--- src/fpwp_pkg.sv ---
package fpwp_pkg;

    // ============================================================
    // Instruction codes
    localparam logic [7:0] OP_WRITE_ENABLE   = 8'h06;
    localparam logic [7:0] OP_WRITE_DISABLE  = 8'h04;
    localparam logic [7:0] OP_STATUS_WRITE   = 8'h01;
    localparam logic [7:0] OP_STATUS3_WRITE  = 8'hC0;
    localparam logic [7:0] OP_POWER_DOWN     = 8'hB9;
    localparam logic [7:0] OP_RELEASE        = 8'hAB;
    localparam logic [7:0] OP_RESET_ENABLE   = 8'h66;
    localparam logic [7:0] OP_RESET          = 8'h99;
    localparam logic [7:0] OP_PAGE_PROGRAM   = 8'h02;
    localparam logic [7:0] OP_QUAD_PROGRAM   = 8'h32;
    localparam logic [7:0] OP_SECTOR_ERASE   = 8'h20;
    localparam logic [7:0] OP_HALF_ERASE     = 8'h52;
    localparam logic [7:0] OP_BLOCK_ERASE    = 8'hD8;
    localparam logic [7:0] OP_CHIP_ERASE     = 8'hC7;

    // ============================================================
    // Frame lengths in serial clock pulses
    localparam logic [11:0] BITS_CMD         = 12'h008;
    localparam logic [11:0] BITS_STATUS      = 12'h010;
    localparam logic [11:0] BITS_ADDR_CMD    = 12'h020;
    localparam logic [11:0] BITS_PROGRAM_MIN = 12'h028;
    localparam logic [11:0] BITS_MAX         = 12'hFFF;
    localparam int          OPCODE_LAST_BIT  = 7;
    localparam int          ADDR_LAST_BIT    = 31;

    // ============================================================
    // Status bit positions and reset values
    localparam int         SR_PROTECT_LSB  = 2;
    localparam int         SR_BOOT_LOCK    = 6;
    localparam int         SR_PERMANENT    = 7;
    localparam int         SR3_OTP_LOCK    = 1;
    localparam int         SR3_TOP_BOTTOM  = 3;
    localparam int         SR3_GRANULARITY = 4;
    localparam logic [3:0] PROTECT_RESET   = 4'h0;
    localparam logic [7:0] BLOCK_COUNT     = 8'h80;

    // ============================================================
    // Power-up write inhibit time
    localparam int TPUW_US      = 1000;
    localparam int CLK_MHZ      = 20;
    localparam int PUW_CYCLES   = TPUW_US * CLK_MHZ;

    // ============================================================
    // Types
    typedef enum logic [1:0] {
        FPWP_ACTIVE,
        FPWP_STANDBY,
        FPWP_POWER_DOWN
    } fpwp_power_t;

    typedef enum logic [2:0] {
        FPWP_OP_NONE,
        FPWP_OP_STATUS,
        FPWP_OP_PROGRAM,
        FPWP_OP_SECTOR,
        FPWP_OP_HALF_BLOCK,
        FPWP_OP_BLOCK,
        FPWP_OP_CHIP
    } fpwp_op_t;

    typedef struct packed {
        logic        valid;
        fpwp_op_t    op;
        logic [23:0] addr;
    } fpwp_exec_t;

    typedef struct packed {
        logic        ended;
        logic [11:0] bits;
        logic [7:0]  opcode;
        logic [23:0] addr;
        logic [7:0]  last_byte;
    } fpwp_frame_t;

    typedef struct packed {
        logic [3:0] protect_field;
        logic       permanent_protect_bit;
        logic       boot_lock_enable;
        logic       top_bottom_bit;
        logic       granularity;
        logic       otp_lock;
    } fpwp_prot_t;

endpackage

--- src/fpwp_frame_rx.sv ---
`timescale 1ns/1ns
`default_nettype none
module fpwp_frame_rx (
    input  wire logic                 clk_in,
    input  wire logic                 sys_rst_in,
    input  wire logic                 cs_n_in,
    input  wire logic                 sclk_in,
    input  wire logic                 di_in,
    output var fpwp_pkg::fpwp_frame_t frame_out
);
    typedef struct packed {
        logic        sclk_q;
        logic        cs_n_q;
        logic [11:0] bits;
        logic [31:0] shift;
        logic [7:0]  opcode;
        logic [23:0] addr;
    } fpwp_rx_state_t;

    fpwp_rx_state_t s;
    fpwp_rx_state_t next_s;

    always_comb begin
        next_s        = s;
        next_s.sclk_q = sclk_in;
        next_s.cs_n_q = cs_n_in;
        if (cs_n_in) begin
            next_s.bits = '0;
        end else if (sclk_in && !s.sclk_q) begin
            next_s.shift = {s.shift[30:0], di_in};
            if (s.bits != fpwp_pkg::BITS_MAX) begin
                next_s.bits = s.bits + 12'h001;
            end
            if (s.bits == 12'(fpwp_pkg::OPCODE_LAST_BIT)) begin
                next_s.opcode = {s.shift[6:0], di_in};
            end
            if (s.bits == 12'(fpwp_pkg::ADDR_LAST_BIT)) begin
                next_s.addr = {s.shift[22:0], di_in};
            end
        end
    end

    always_ff @(posedge clk_in) begin
        if (sys_rst_in) begin
            s        <= '0;
            s.cs_n_q <= 1'b1;
        end else begin
            s <= next_s;
        end
    end

    // The frame ends in the cycle the select line is seen high again.
    always_comb begin
        frame_out.ended     = cs_n_in && !s.cs_n_q;
        frame_out.bits      = s.bits;
        frame_out.opcode    = s.opcode;
        frame_out.addr      = s.addr;
        frame_out.last_byte = s.shift[7:0];
    end
endmodule
`default_nettype wire

--- src/fpwp_protect_decode.sv ---
`timescale 1ns/1ns
`default_nettype none
module fpwp_protect_decode (
    input  wire fpwp_pkg::fpwp_prot_t prot_in,
    input  wire logic [23:0]       addr_in,
    output logic                   hit_out,
    output logic                   any_out
);
    function automatic logic [7:0] fpwp_span(input logic [3:0] field);
        logic [7:0] n;
        n = fpwp_pkg::BLOCK_COUNT;
        case (field)
            4'h0: n = 8'h00;
            4'h1: n = 8'h01;
            4'h2: n = 8'h02;
            4'h3: n = 8'h04;
            4'h4: n = 8'h08;
            4'h5: n = 8'h10;
            4'h6: n = 8'h20;
            4'h7: n = 8'h40;
            4'h8: n = 8'h60;
            4'h9: n = 8'h70;
            4'hA: n = 8'h78;
            4'hB: n = 8'h7C;
            4'hC: n = 8'h7E;
            4'hD: n = 8'h7F;
            default: n = fpwp_pkg::BLOCK_COUNT;
        endcase
        return n;
    endfunction

    logic [7:0] span;
    logic [7:0] blk;
    logic       range_hit;
    logic       boot_hit;

    always_comb begin
        span = fpwp_span(prot_in.protect_field);
        blk  = {1'b0, addr_in[22:16]};
        // Top counts down from the last block, bottom up from block zero.
        range_hit = prot_in.top_bottom_bit ? (blk < span)
                                           : (blk >= fpwp_pkg::BLOCK_COUNT - span);
        if (prot_in.granularity) begin
            boot_hit = prot_in.top_bottom_bit ? (addr_in[22:12] == 11'h000)
                                              : (addr_in[22:12] == 11'h7FF);
        end else begin
            boot_hit = prot_in.top_bottom_bit ? (blk == 8'h00) : (blk == 8'h7F);
        end
        hit_out = range_hit || (prot_in.boot_lock_enable && boot_hit);
        any_out = (span != 8'h00) || prot_in.boot_lock_enable;
    end
endmodule
`default_nettype wire

--- src/fpwp_flash_guard.sv ---
`timescale 1ns/1ns
`default_nettype none
module fpwp_flash_guard #(
    parameter int PUW_CYCLES = fpwp_pkg::PUW_CYCLES
) (
    input  wire logic                 clk_in,
    input  wire logic                 sys_rst_in,
    input  wire logic                 cs_n_in,
    input  wire logic                 sclk_in,
    input  wire logic                 di_in,
    input  wire logic                 op_done_in,
    output var fpwp_pkg::fpwp_exec_t  exec_out,
    output var fpwp_pkg::fpwp_power_t power_out,
    output logic                      write_enable_latch_out,
    output var fpwp_pkg::fpwp_prot_t  prot_out,
    output logic                      software_protected_state_out,
    output logic                      busy_out,
    output logic                      puw_done_out,
    output logic                      refused_out
);
    // ============================================================
    // State
    typedef struct packed {
        fpwp_pkg::fpwp_power_t power;
        logic                  write_enable_latch;
        fpwp_pkg::fpwp_prot_t  prot;
        logic                  software_protected_state;
        logic                  tbg_locked;
        logic                  busy;
        logic                  reset_armed;
        logic [31:0]           puw;
        logic                  puw_done;
        fpwp_pkg::fpwp_exec_t  exec;
        logic                  refused;
    } fpwp_state_t;

    fpwp_state_t s;
    fpwp_state_t next_s;

    fpwp_pkg::fpwp_frame_t frame;
    logic                  hit;
    logic                  any_protected;

    // ============================================================
    // Serial frame capture
    fpwp_frame_rx u_rx (
        .clk_in     (clk_in),
        .sys_rst_in (sys_rst_in),
        .cs_n_in    (cs_n_in),
        .sclk_in    (sclk_in),
        .di_in      (di_in),
        .frame_out  (frame)
    );

    // ============================================================
    // Protected region lookup
    fpwp_protect_decode u_decode (
        .prot_in (s.prot),
        .addr_in (frame.addr),
        .hit_out (hit),
        .any_out (any_protected)
    );

    // ============================================================
    // Frame qualifiers
    logic byte_ok;
    logic may_modify;
    logic is_cmd_only;
    logic is_addr_only;
    logic is_status_len;
    logic is_program_len;

    always_comb begin
        byte_ok        = (frame.bits[2:0] == 3'h0) && (frame.bits != 12'h000);
        is_cmd_only    = frame.bits == fpwp_pkg::BITS_CMD;
        is_addr_only   = frame.bits == fpwp_pkg::BITS_ADDR_CMD;
        is_status_len  = frame.bits == fpwp_pkg::BITS_STATUS;
        is_program_len = frame.bits >= fpwp_pkg::BITS_PROGRAM_MIN;
        // Refusing here, not at the opcode, means a short frame never
        // touches the latch, so a clipped page program leaves it set.
        may_modify     = byte_ok && s.write_enable_latch && s.puw_done;
    end

    // ============================================================
    // Next state
    always_comb begin
        next_s            = s;
        next_s.exec.valid = 1'b0;
        next_s.refused    = 1'b0;

        if (!s.puw_done) begin
            if (s.puw == 32'(PUW_CYCLES - 1)) begin
                next_s.puw_done = 1'b1;
            end else begin
                next_s.puw = s.puw + 32'h0000_0001;
            end
        end

        if (s.busy && op_done_in) begin
            next_s.busy = 1'b0;
            next_s.write_enable_latch  = 1'b0;
        end

        if (frame.ended) begin
            if (s.power == fpwp_pkg::FPWP_POWER_DOWN) begin
                if (frame.opcode == fpwp_pkg::OP_RELEASE && frame.bits >= fpwp_pkg::BITS_CMD) begin
                    next_s.power = fpwp_pkg::FPWP_STANDBY;
                end
                // Anything else is dropped here, which keeps the array safe.
            end else if (!s.busy) begin
                next_s.reset_armed = 1'b0;
                case (frame.opcode)
                    fpwp_pkg::OP_WRITE_ENABLE: begin
                        if (is_cmd_only) begin
                            next_s.write_enable_latch = 1'b1;
                        end
                    end

                    fpwp_pkg::OP_WRITE_DISABLE: begin
                        if (is_cmd_only) begin
                            next_s.write_enable_latch = 1'b0;
                        end
                    end

                    fpwp_pkg::OP_POWER_DOWN: begin
                        if (is_cmd_only) begin
                            next_s.power = fpwp_pkg::FPWP_POWER_DOWN;
                        end
                    end

                    fpwp_pkg::OP_RESET_ENABLE: begin
                        next_s.reset_armed = is_cmd_only;
                    end

                    fpwp_pkg::OP_RESET: begin
                        if (is_cmd_only && s.reset_armed) begin
                            next_s.write_enable_latch = 1'b0;
                        end
                    end

                    fpwp_pkg::OP_STATUS_WRITE: begin
                        if (may_modify && is_status_len) begin
                            if (!s.prot.permanent_protect_bit) begin
                                next_s.prot.protect_field =
                                    frame.last_byte[fpwp_pkg::SR_PROTECT_LSB +: 4];
                                next_s.prot.permanent_protect_bit =
                                    frame.last_byte[fpwp_pkg::SR_PERMANENT];
                            end
                            next_s.prot.boot_lock_enable =
                                frame.last_byte[fpwp_pkg::SR_BOOT_LOCK];
                            next_s.busy      = 1'b1;
                            next_s.exec.valid = 1'b1;
                            next_s.exec.op   = fpwp_pkg::FPWP_OP_STATUS;
                            next_s.exec.addr = '0;
                        end else begin
                            next_s.refused = 1'b1;
                        end
                    end

                    fpwp_pkg::OP_STATUS3_WRITE: begin
                        if (may_modify && is_status_len) begin
                            if (!s.tbg_locked) begin
                                next_s.prot.top_bottom_bit =
                                    frame.last_byte[fpwp_pkg::SR3_TOP_BOTTOM];
                                next_s.prot.granularity =
                                    frame.last_byte[fpwp_pkg::SR3_GRANULARITY];
                                next_s.tbg_locked = 1'b1;
                            end
                            if (!s.prot.permanent_protect_bit) begin
                                next_s.prot.otp_lock =
                                    frame.last_byte[fpwp_pkg::SR3_OTP_LOCK];
                            end
                            next_s.busy      = 1'b1;
                            next_s.exec.valid = 1'b1;
                            next_s.exec.op   = fpwp_pkg::FPWP_OP_STATUS;
                            next_s.exec.addr = '0;
                        end else begin
                            next_s.refused = 1'b1;
                        end
                    end

                    fpwp_pkg::OP_PAGE_PROGRAM,
                    fpwp_pkg::OP_QUAD_PROGRAM: begin
                        if (may_modify && is_program_len && !hit) begin
                            next_s.busy      = 1'b1;
                            next_s.exec.valid = 1'b1;
                            next_s.exec.op   = fpwp_pkg::FPWP_OP_PROGRAM;
                            next_s.exec.addr = frame.addr;
                        end else begin
                            next_s.refused = 1'b1;
                        end
                    end

                    fpwp_pkg::OP_SECTOR_ERASE,
                    fpwp_pkg::OP_HALF_ERASE,
                    fpwp_pkg::OP_BLOCK_ERASE: begin
                        if (may_modify && is_addr_only && !hit) begin
                            next_s.busy      = 1'b1;
                            next_s.exec.valid = 1'b1;
                            next_s.exec.addr = frame.addr;
                            if (frame.opcode == fpwp_pkg::OP_SECTOR_ERASE) begin
                                next_s.exec.op = fpwp_pkg::FPWP_OP_SECTOR;
                            end else if (frame.opcode == fpwp_pkg::OP_HALF_ERASE) begin
                                next_s.exec.op = fpwp_pkg::FPWP_OP_HALF_BLOCK;
                            end else begin
                                next_s.exec.op = fpwp_pkg::FPWP_OP_BLOCK;
                            end
                        end else begin
                            next_s.refused = 1'b1;
                        end
                    end

                    fpwp_pkg::OP_CHIP_ERASE: begin
                        // Any protection at all blocks a whole-array erase.
                        if (may_modify && is_cmd_only && !any_protected) begin
                            next_s.busy      = 1'b1;
                            next_s.exec.valid = 1'b1;
                            next_s.exec.op   = fpwp_pkg::FPWP_OP_CHIP;
                            next_s.exec.addr = '0;
                        end else begin
                            next_s.refused = 1'b1;
                        end
                    end

                    default: begin
                    end
                endcase
            end
        end else begin
            case (s.power)
                fpwp_pkg::FPWP_ACTIVE: begin
                    if (cs_n_in && !s.busy) begin
                        next_s.power = fpwp_pkg::FPWP_STANDBY;
                    end
                end

                fpwp_pkg::FPWP_STANDBY: begin
                    if (!cs_n_in) begin
                        next_s.power = fpwp_pkg::FPWP_ACTIVE;
                    end
                end

                default: begin
                end
            endcase
        end

        next_s.software_protected_state = next_s.prot.protect_field != fpwp_pkg::PROTECT_RESET;
    end

    // ============================================================
    // Registers
    always_ff @(posedge clk_in) begin
        if (sys_rst_in) begin
            s       <= '0;
            s.power <= fpwp_pkg::FPWP_STANDBY;
        end else begin
            s <= next_s;
        end
    end

    // ============================================================
    // Outputs
    always_comb begin
        exec_out                     = s.exec;
        power_out                    = s.power;
        write_enable_latch_out       = s.write_enable_latch;
        prot_out                     = s.prot;
        software_protected_state_out = s.software_protected_state;
        busy_out                     = s.busy;
        puw_done_out                 = s.puw_done;
        refused_out                  = s.refused;
    end
endmodule
`default_nettype wire

--- config.mk ---
export PLATFORM = sky130hd
export DESIGN_NAME = fpwp_flash_guard
export DESIGN_NICKNAME = d
export VERILOG_FILES = /design/src/fpwp_pkg.sv /design/src/fpwp_frame_rx.sv /design/src/fpwp_protect_decode.sv /design/src/fpwp_flash_guard.sv
export SDC_FILE = /design/constraint.sdc
export NUM_CORES = 1
export LEC_CHECK = 0
export BUFFER_PORTS_ARGS = -buffer_cell sky130_fd_sc_hd__clkbuf_2
export CORE_UTILIZATION = 29
export DETAILED_ROUTE_END_ITERATION = 7
export PLACE_DENSITY = 0.54
export SLEW_MARGIN = 20
export SYNTH_ARGS = -nofsm -noshare
export SYNTH_HDL_FRONTEND = slang
export SYNTH_SLANG_ARGS = --single-unit
--- constraint.sdc ---
create_clock -name clk_in -period 9 [get_ports clk_in]
set_input_delay 1.35 -clock clk_in [delete_from_list [all_inputs] [get_ports clk_in]]
set_output_delay 1.35 -clock clk_in [all_outputs]
set_load 0.05 [all_outputs]
==> flow_metrics.py, run 1 <==
metrics = {
    "outcome": {
        "status": "completed",
    },
    "placed_design": {
        "dpl_cell_area_um2": 7610,
        "hpwlAfterDp_um": 12100,
        "gp_congestion": 0.838,
        "io_buffer_count": 49,
    },
    "power": {
        "max-vdd-ir-drop_uv": 115,
        "p_per_area_nw_per_um2": 178,
        "p_leak_nw": 2.87,
    },
    "routing": {
        "drc": 0,
        "post_drt_wl_per_cell_um": 14.4,
        "vias": 5892,
        "viasPerCell": 4.89,
        "first_pass_iters": 5,
        "drtAntennaViolNets": 0,
        "totalWireLength_um": 17400,
        "drtIter0Drc": 347,
    },
    "floorplanning": {
        "core_um2": 25100,
        "rows": 58,
        "num_io_pins": 50,
        "die_x_um": 162,
        "die-area_um2": 26200,
        "start_util_pct": 29.5,
        "die_h_um": 162,
    },
    "synthesis": {
        "synth_edf_count": 0,
        "syn_avg_cell_area_um2": 8.44,
        "async_flop_share_pct": 0,
        "post-synth-top-count-cell": "dfxtp_1",
        "synth_cells": 877,
        "synth-main-ff-cell": "dfxtp_1",
        "ys_seq_area_share_pct": 41.9,
        "synth.area.top_cells": "dfxtp_1 (42%), nand2_1 (6.7%), a21oi_1 (4.8%)",
        "synthesis.nets": 902,
        "yosys-top-cells-count": "dfxtp_1 (155), nand2_1 (132), nor2_1 (88), a21oi_1 (71), buf_4 (40)",
        "yosysWarnings": 0,
        "syn-cell-area_um2": 7400,
        "yosysTopAreaCellShare_pct": 41.9,
        "yosys.area.top_type": "dfxtp_1",
        "ys_seq_elements": 155,
        "synth.distinct_cells": 66,
    },
    "clocking": {
        "cts_tree": "built",
        "ctsResizeCount": 0,
        "cts_num_sinks": 155,
        "htree_num_levels": 4,
        "numCtsBuffers": 17,
        "cts-root-buf": "clkbuf_16",
        "clkTransAtPathRegs_ns": 0.06,
        "clock_latency_ns": 0.42,
        "cts_setup_buffers": 0,
        "clockBufferDepth": 2,
        "ctsHoldBuffers": 0,
    },
    "critical_path": {
        "cp_max_fo": 18,
        "required_ns": 9.36,
        "critPathKind": "primary input to register",
        "cp_num_buf_inv": 1,
        "crit_chain": "clkbuf_2 -> nand3_1 -> nor4_4 -> mux2i_1 -> nor2_1 -> ha_1 -> nor3_1 -> a21o_1",
        "start_kind": "primary input",
        "critical_path.max_stage_delay_ns": 0.87,
        "crit_arrival_ns": 4.17,
        "path_delay_family": "simple AND/OR/NAND/NOR gates",
        "cp-end-kind": "register",
        "worst_path_max_delay_cell": "nor4_4",
    },
    "sta": {
        "fin_crit_sh_pct": 42.3,
        "finClkSkew_ns": 0.00964,
        "max_freq_mhz": 262,
        "hold_violations": 0,
        "finalCriticalPeriod_ns": 3.81,
        "setup_violations": 0,
        "fin_tns_setup_ns": 0,
        "rsz0062_at_grt": "no",
        "maxSlewHeadroom_pct": 30.5,
        "worstMarginPinSlew_ns": 1.04,
        "maxSlewViolCount": 0,
    },
    "job": {
        "drv_cap": 0,
    },
    "cells_and_area": {
        "seq_area_um2": 3100,
        "n_fill_cell": 2676,
        "final_core_util_pct": 32.7,
        "finalNetCount": 889,
        "n_antenna_cell": 0,
        "layout-drive-gt1-share_pct": 11.3,
        "multiInputGateArea_um2": 3740,
        "final_area_um2": 8210,
        "syn2layout_area_growth_pct": 10.9,
    },
    "grt": {
        "grt_max_degree": 64,
        "overflow": 0,
        "antenna_found_initial": 0,
        "grt_usage_pct": 13.7,
        "grt_pass1_wl_um": 28400,
        "grt_pass1_vias": 5433,
    },
    "worst_hold_path": {
        "min_path_type": "register to register",
    },
}
-- worst min-delay path: cells and delay by family (launching register included) --
| family | cells | cell delay (ns) |
|---|---|---|
| AOI/OAI and AO/OA | 1 | 0.05 |
| DFF | 1 | 0.31 |
| buffers and inverters | 1 | 0.05 |
-- state kept, by name (all words and copies together) (netlist names), 2 cells and up --
name and flops:
u_decode.span 8, u_rx.frame_out 52, prot_out 9, u_rx.s 17, s 34, power_out 2, exec_out 28
-- power by group --
group / switching [mW] / total [mW] / internal [mW] / leakage [nW]
logic: 0.0247 / 0.0322 / 0.00746 / 1.33
clock network: 0.294 / 0.739 / 0.445 / 0.293
registers: 0.00377 / 0.692 / 0.689 / 1.25
total: 0.323 / 1.46 / 1.14 / 2.87
-- layout make-up --
class,count,area share (%)
tap,330,5.03
timing repair buffer,53,3.38
clock inverter,12,2.00
sequential,155,37.8
inverter,21,0.960
multi-input combinational,616,45.5
clock buffer,18,5.35
-- routing by layer --
metal,vias up,wire (um),track usage [%]
li1,3017,-,-
met1,2773,8440,18.0
met2,89,8000,22.0
met3,13,756,3.22
met4,0,187,4.25
met5,-,0,0
-- cell families (layout without fill, tap and decap cells) --
family                   after synthesis  in the layout  share of synthesized area, %
multiplexers                          18             18                          2.43
XOR/XNOR                              41             41                          4.85
buffers and inverters                106            104                          7.67
flip-flops                           155            155                          41.9
AO/OA/AOI/OAI                        157            157                          14.3
adder cells (fa/ha/maj)               19             19                          3.21
AND/OR/NAND/NOR                      381            381                          25.6
-- final timing paths --
check,start,to,slack [ns],cells past startpoint
worst min register to register,s[64]$_SDFFE_PP0P_,s[64]$_SDFFE_PP0P_,0.45,2
worst max-delay path,cs_n_in,u_decode.span[3]$_DFF_P_,5.19,8
worst max register to register,u_decode.span[3]$_DFF_P_,exec_out[10]$_SDFFE_PP0P_,5.58,12
worst min-delay path,s[64]$_SDFFE_PP0P_,s[64]$_SDFFE_PP0P_,0.45,2
-- stage by stage --
stage	worst slack [ns]	hold slack, ns	power [mW]	instances
2_1_floorplan	5.49	0.426	0.732	877
3_3_place_gp	4.95	0.435	0.740	1175
3_5_place_dp	4.82	0.440	0.740	1175
4_1_cts	5.22	0.450	1.48	1205
5_1_grt	4.89	0.463	1.52	1205
6_report	5.19	0.448	1.46	1205
-- cells in the final DEF, fill, tap and decap left out, types with 23 or more instances in the layout --
| cell | Yosys | final |
|---|---|---|
| a32o_1 | 25 | 25 |
| dfxtp_1 | 155 | 155 |
| nor2_1 | 88 | 88 |
| a21oi_1 | 71 | 71 |
| nand2_1 | 132 | 132 |
| o21ai_0 | 24 | 24 |
| nand3_1 | 24 | 23 |
| xnor2_1 | 25 | 25 |
| clkbuf_2 | 0 | 48 |
(Power assumes the default switching activity.)
==> run 2, diff against run 1 <==
Settings changed: ABC_AREA set to 1, PLACE_DENSITY 0.54 to 0.56.
Clock period 9 ns to 3.2 ns, I/O delays scaled along.
==> run 2 against run 1 <==
Compared with the run above: critical path depth rose by 12; largest power group unchanged; synthesized area rose by 12%; via count rose by 20%; non-clock buffer count rose by 4; sequential share of layout area fell by 4.0 points; clock skew rose by 0.015 ns; clock-buffer cell count fell by 1; power rose to 2.8 times the previous value; clock power rose to 2.8 times the previous value; sequential power rose to 2.8 times the previous value.
==> flow_metrics.py, run 2 <==
metrics = {
    "outcome": {
        "status": "completed",
    },
    "synthesis": {
        "async_flop_share_pct": 0,
        "synth.area.top_cells": "dfxtp_1 (38%), nand2_1 (12%), nor2_1 (6.8%)",
        "synth-main-ff-cell": "dfxtp_1",
        "ys_seq_area_share_pct": 37.5,
        "syn_avg_cell_area_um2": 6.88,
        "yosysTopAreaCellShare_pct": 37.5,
        "yosys.area.top_type": "dfxtp_1",
        "synth.distinct_cells": 45,
        "yosys-top-cells-count": "nand2_1 (271), dfxtp_1 (155), nor2_1 (149), inv_1 (141), a21oi_1 (101)",
        "post-synth-top-count-cell": "nand2_1",
        "yosysWarnings": 0,
        "synth_edf_count": 0,
        "syn-cell-area_um2": 8270,
        "ys_seq_elements": 155,
        "synth_cells": 1203,
        "synthesis.nets": 1228,
    },
    "sta": {
        "fin_worst_hold_slack_ns": 0.282,
        "fin_crit_sh_pct": 88.8,
        "worst_slack_ns": 0.358,
        "hold_violations": 0,
        "fin_tns_setup_ns": 0,
        "maxSlewHeadroom_pct": 51.0,
        "max_freq_mhz": 352,
        "worstMarginPinSlew_ns": 0.735,
        "maxSlewViolCount": 0,
        "finalCriticalPeriod_ns": 2.84,
        "finClkSkew_ns": 0.0250,
        "setup_violations": 0,
    },
    "critical_path": {
        "r2r_slack_ns": 0.36,
        "start_kind": "register",
        "r2r-end": "exec_out[19]$_SDFFE_PP0P_",
        "r2r_start": "u_decode.span[0]$_DFF_P_",
        "critPathKind": "register to register",
        "cp_num_buf_inv": 2,
        "reg2reg_depth": 20,
        "cpMostUsedCell": "nand2_1",
        "crit_arrival_ns": 3.19,
        "critical_path.max_stage_delay_ns": 0.31,
        "cp-end-kind": "register",
        "required_ns": 3.54,
        "path_delay_family": "simple AND/OR/NAND/NOR gates",
        "worst_path_max_delay_cell": "dfxtp_1",
        "cp_max_fo": 12,
        "crit_chain": "inv_1 -> ha_1 -> nand3_1 -> nor3_1 -> xor2_1 -> ha_1 -> a21oi_1 -> nand2_1 -> nand3_1 -> nand2_1 -> clkinv_1 -> nand2_1 -> nand2_2 -> nand3_1 -> nand2_2 -> nand2_1 -> nor2_4 -> nand3_1 -> nand2_1 -> nor2_1",
    },
    "placed_design": {
        "pre_cts_ws_ns": 0.192,
        "dpl_cell_area_um2": 8570,
        "io_buffer_count": 49,
        "dp.cells": 1557,
        "gp_congestion": 0.855,
        "hpwlAfterDp_um": 14300,
    },
    "grt": {
        "overflow": 0,
        "antenna_found_initial": 0,
        "grt_max_degree": 74,
        "grt_usage_pct": 13.9,
        "grt_pass1_wl_um": 32600,
        "grt_pass1_vias": 6594,
    },
    "routing": {
        "vias": 7074,
        "post_drt_wl_per_cell_um": 12.3,
        "viasPerCell": 4.45,
        "drtIter0Drc": 405,
        "totalWireLength_um": 19500,
        "drc": 0,
        "first_pass_iters": 5,
        "drtAntennaViolNets": 0,
    },
    "cells_and_area": {
        "layout.cells.non_filler": 1589,
        "finalNetCount": 1223,
        "n_fill_cell": 3078,
        "final_area_um2": 9200,
        "layout_commonest_cell": "nand2_1",
        "syn2layout_area_growth_pct": 11.2,
        "n_antenna_cell": 0,
        "final_cell_mix": "nand2_1 (271), dfxtp_1 (155), nor2_1 (149), inv_1 (140), a21oi_1 (101)",
        "layout-drive-gt1-share_pct": 12.6,
        "final_core_util_pct": 32.9,
        "largest_reg_flops": 52,
    },
    "worst_hold_path": {
        "hold_path.startpoint": "sclk_in",
        "hold_end": "u_rx.s[77]$_SDFF_PP0_",
        "min_path_type": "primary input to register",
        "holdPathStages": 3,
    },
    "clocking": {
        "numCtsBuffers": 17,
        "cts-root-buf": "clkbuf_16",
        "htree_num_levels": 4,
        "clockBufferDepth": 2,
        "ctsHoldBuffers": 0,
        "clkTransAtPathRegs_ns": 0.09,
        "cts_tree": "built",
        "clock_latency_ns": 0.44,
        "cts_num_sinks": 155,
    },
    "power": {
        "max-vdd-ir-drop_uv": 306,
        "p_leak_nw": 3.82,
        "power.total_mw": 4.17,
        "p_per_area_nw_per_um2": 453,
    },
    "floorplanning": {
        "start_util_pct": 29.6,
        "die_h_um": 171,
        "num_io_pins": 50,
        "die-area_um2": 29200,
        "core_um2": 27900,
        "rows": 61,
        "die_x_um": 171,
    },
    "job": {
        "drv_cap": 0,
    },
}
[run 2: per-layer routing]
metal / routed length, um / GRT usage (%)
met2: 8890 / 22.9
met3: 553 / 2.87
met1: 9840 / 18.4
met5: 0 / 0
met4: 184 / 3.61
[run 2: worst max path at each step]
stage / from / endpoint / slack [ns] / cells after the start
floorplan: u_decode.span[0]$_DFF_P_ / exec_out[12]$_SDFFE_PP0P_ / 0.64 / 21
global placement: u_decode.span[0]$_DFF_P_ / exec_out[14]$_SDFFE_PP0P_ / 0.27 / 20
detailed placement: u_decode.span[0]$_DFF_P_ / exec_out[19]$_SDFFE_PP0P_ / 0.19 / 20
CTS: u_decode.span[0]$_DFF_P_ / exec_out[19]$_SDFFE_PP0P_ / 0.19 / 20
global route: u_decode.span[0]$_DFF_P_ / exec_out[3]$_SDFFE_PP0P_ / -0.005 / 19
finish: u_decode.span[0]$_DFF_P_ / exec_out[19]$_SDFFE_PP0P_ / 0.36 / 20
[run 2: logic make-up after synthesis]
group / count (synthesis) / share of synthesized area, %
XOR/XNOR: 28 / 2.96
AND/OR/NAND/NOR: 578 / 31.5
buffers and inverters: 242 / 13.3
adder cells (fa/ha/maj): 19 / 2.87
flip-flops: 155 / 37.5
AO/OA/AOI/OAI: 181 / 11.9
[run 2: power breakdown]
group          total, mW  switching [mW]  internal, mW
clock               2.06           0.996          1.07
combinational      0.142           0.106        0.0354
sequential          1.96          0.0174          1.94
total               4.17            1.12          3.05
[run 2: cell type report]
type / count / area, um2 / share of cell area (%)
multi-input combinational: 806 / 4080 / 44.3
sequential: 155 / 3100 / 33.7
inverter: 161 / 604 / 6.57
tap: 378 / 473 / 5.14
clock buffer: 17 / 425 / 4.62
timing repair buffer: 57 / 318 / 3.45
clock inverter: 15 / 198 / 2.15
[run 2: timing repair]
| action | 4_1_cts | 5_1_grt |
|---|---|---|
| endpoints found under the hold margin | 0 | 0 |
| buffers inserted | 0 | 0 |
| setup endpoints to repair | 0 | 19 |
| resized for setup | 0 | 2 |
[run 2: worst register-to-register path: cells and delay by family (launching register included)]
family / cells / cell delay (ns)
simple gates: 14 / 1.56
fa+ha+maj: 2 / 0.46
flops: 1 / 0.31
xor+xnor: 1 / 0.18
compound gates: 1 / 0.15
buf+inv: 2 / 0.12
==> run 3, diff against run 2 <==
Settings changed: CELL_PAD_IN_SITES_DETAIL_PLACEMENT set to 0, CELL_PAD_IN_SITES_GLOBAL_PLACEMENT set to 1, PLACE_DENSITY 0.56 to 0.68.
==> run 3 against run 2 <==
Compared with the run above: global-route usage up 1.0 points; largest cell class unchanged; hold slack worse by 0.019 ns; critical endpoint is now exec_out[18]$_SDFFE_PP0P_; sequential cell count unchanged.
==> flow_metrics.py, run 3 (same netlist as run 2, synthesis figures left out) <==
metrics = {
    "outcome": {
        "status": "completed",
    },
    "floorplanning": {
        "num_io_pins": 50,
        "core_um2": 27900,
        "die_h_um": 171,
        "rows": 61,
        "die_x_um": 171,
        "die-area_um2": 29200,
        "start_util_pct": 29.6,
    },
    "routing": {
        "first_pass_iters": 4,
        "vias": 7090,
        "post_drt_wl_per_cell_um": 13.0,
        "drtAntennaViolNets": 0,
        "totalWireLength_um": 20700,
        "drc": 0,
        "viasPerCell": 4.45,
        "drtIter0Drc": 358,
    },
    "placed_design": {
        "gp_congestion": 0.844,
        "hpwlAfterDp_um": 15300,
        "io_buffer_count": 49,
        "dpl_cell_area_um2": 8570,
    },
    "grt": {
        "grt_usage_pct": 14.9,
        "overflow": 0,
        "grt_pass1_vias": 6667,
        "antenna_found_initial": 0,
        "grt_pass1_wl_um": 34400,
        "grt_max_degree": 57,
    },
    "clocking": {
        "numCtsBuffers": 17,
        "clockBufferDepth": 2,
        "clock_latency_ns": 0.44,
        "cts_num_sinks": 155,
        "ctsHoldBuffers": 0,
        "cts_tree": "built",
        "cts-root-buf": "clkbuf_16",
        "htree_num_levels": 4,
        "clkTransAtPathRegs_ns": 0.08,
    },
    "cells_and_area": {
        "final_cell_mix": "nand2_1 (271), dfxtp_1 (155), nor2_1 (149), inv_1 (140), a21oi_1 (101)",
        "n_antenna_cell": 0,
        "n_fill_cell": 3123,
        "finalNetCount": 1227,
        "layout_commonest_cell": "nand2_1",
        "largest_reg_flops": 52,
        "final_area_um2": 9200,
        "layout-drive-gt1-share_pct": 12.9,
        "syn2layout_area_growth_pct": 11.2,
    },
    "critical_path": {
        "required_ns": 3.58,
        "cp-end-kind": "register",
        "start_kind": "register",
        "cp_max_fo": 8,
        "crit_arrival_ns": 3.25,
        "reg2reg_depth": 20,
        "critPathKind": "register to register",
    },
    "sta": {
        "setup_violations": 0,
        "max_freq_mhz": 349,
        "maxSlewViolCount": 0,
        "hold_violations": 0,
        "fin_tns_setup_ns": 0,
        "fin_crit_sh_pct": 89.7,
        "finalCriticalPeriod_ns": 2.87,
        "maxSlewHeadroom_pct": 54.9,
        "finClkSkew_ns": 0.0166,
        "rsz0062_at_grt": "no",
        "worstMarginPinSlew_ns": 0.676,
    },
    "worst_hold_path": {
        "min_path_type": "primary input to register",
        "holdPathStages": 2,
    },
    "power": {
        "combPwrFrac_pct": 3.5,
        "swShare_pct": 27.3,
        "max-vdd-ir-drop_uv": 286,
        "clkPwrFrac_pct": 49.7,
        "switchingPower_mw": 1.14,
        "intPower_mw": 3.05,
        "p_leak_nw": 3.83,
        "seq_power_share_pct": 46.8,
        "p_per_area_nw_per_um2": 455,
    },
    "job": {
        "drv_cap": 0,
    },
}
run 3: routing by layer:
layer,share of wire [%],wire length (um),GRT usage [%],up-vias
met2,46,9440,24.9,83
li1,-,-,-,3801
met4,0.91,189,3.77,0
met5,0,0,0,-
met3,3.2,653,2.87,14
met1,50,10400,19.7,3192
run 3: worst max-delay path, cell delays in order, from the launching register on:
cell and delay (ns):
dfxtp_1 0.32, inv_1 0.09, ha_1 0.19, nand3_1 0.12, nor3_1 0.25, xor2_1 0.19, ha_1 0.27, a21oi_1 0.17
nand2_1 0.06, nand3_1 0.08, nand2_1 0.06, clkinv_1 0.04, nand2_1 0.05, nand2_2 0.11, nand4_1 0.20, nand2_4 0.17
buf_4 0.16, nand2_1 0.06, nand3_1 0.09, nand2_1 0.06, nor2_1 0.09
run 3: path summary, 6_finish.rpt:
check | start | endpoint | slack [ns]
max | u_decode.span[0]$_DFF_P_ | exec_out[18]$_SDFFE_PP0P_ | 0.33
min reg2reg | u_rx.frame_out[16]$_SDFFE_PP0P_ | u_rx.frame_out[16]$_SDFFE_PP0P_ | 0.44
min | sys_rst_in | u_rx.s[77]$_SDFF_PP0_ | 0.26
max reg2reg | u_decode.span[0]$_DFF_P_ | exec_out[18]$_SDFFE_PP0P_ | 0.33
run 3: cell type report:
| cell class | count | area, um2 | area share (%) |
|---|---|---|---|
| multi-input combinational | 806 | 4070 | 44.3 |
| inverter | 161 | 604 | 6.57 |
| sequential | 155 | 3100 | 33.7 |
| tap | 378 | 473 | 5.14 |
| clock buffer | 17 | 425 | 4.62 |
| timing repair buffer | 61 | 335 | 3.64 |
| clock inverter | 15 | 186 | 2.03 |
run 3: timing repair:
item | in CTS | in global routing
hold endpoints to repair | 0 | 0
endpoints found under the setup margin | 0 | 12
buffers inserted | 0 | 2
gates resized for setup | 0 | 1
run 3: through the flow:
stage	total power, mW	util [%]	setup WS, ns	std cells	hold slack (ns)
after floorplan	2.11	-	0.643	1203	0.424
after global placement	2.15	30.7	0.369	1559	0.431
after detailed placement	2.15	30.7	0.243	1559	0.437
after CTS	4.25	32.9	0.238	1591	0.253
after global routing	4.35	32.9	0.0287	1593	0.261
final	4.19	32.9	0.331	1593	0.264
run 3: power groups by stage:
stage	logic, mW	clock network (mW)	registers (mW)
after CTS	0.148	2.14	1.96
after global routing	0.165	2.22	1.96
after detailed placement	0.148	0	2.01
after global placement	0.148	0	2.01
after floorplan	0.113	0	2.00
final	0.146	2.08	1.96
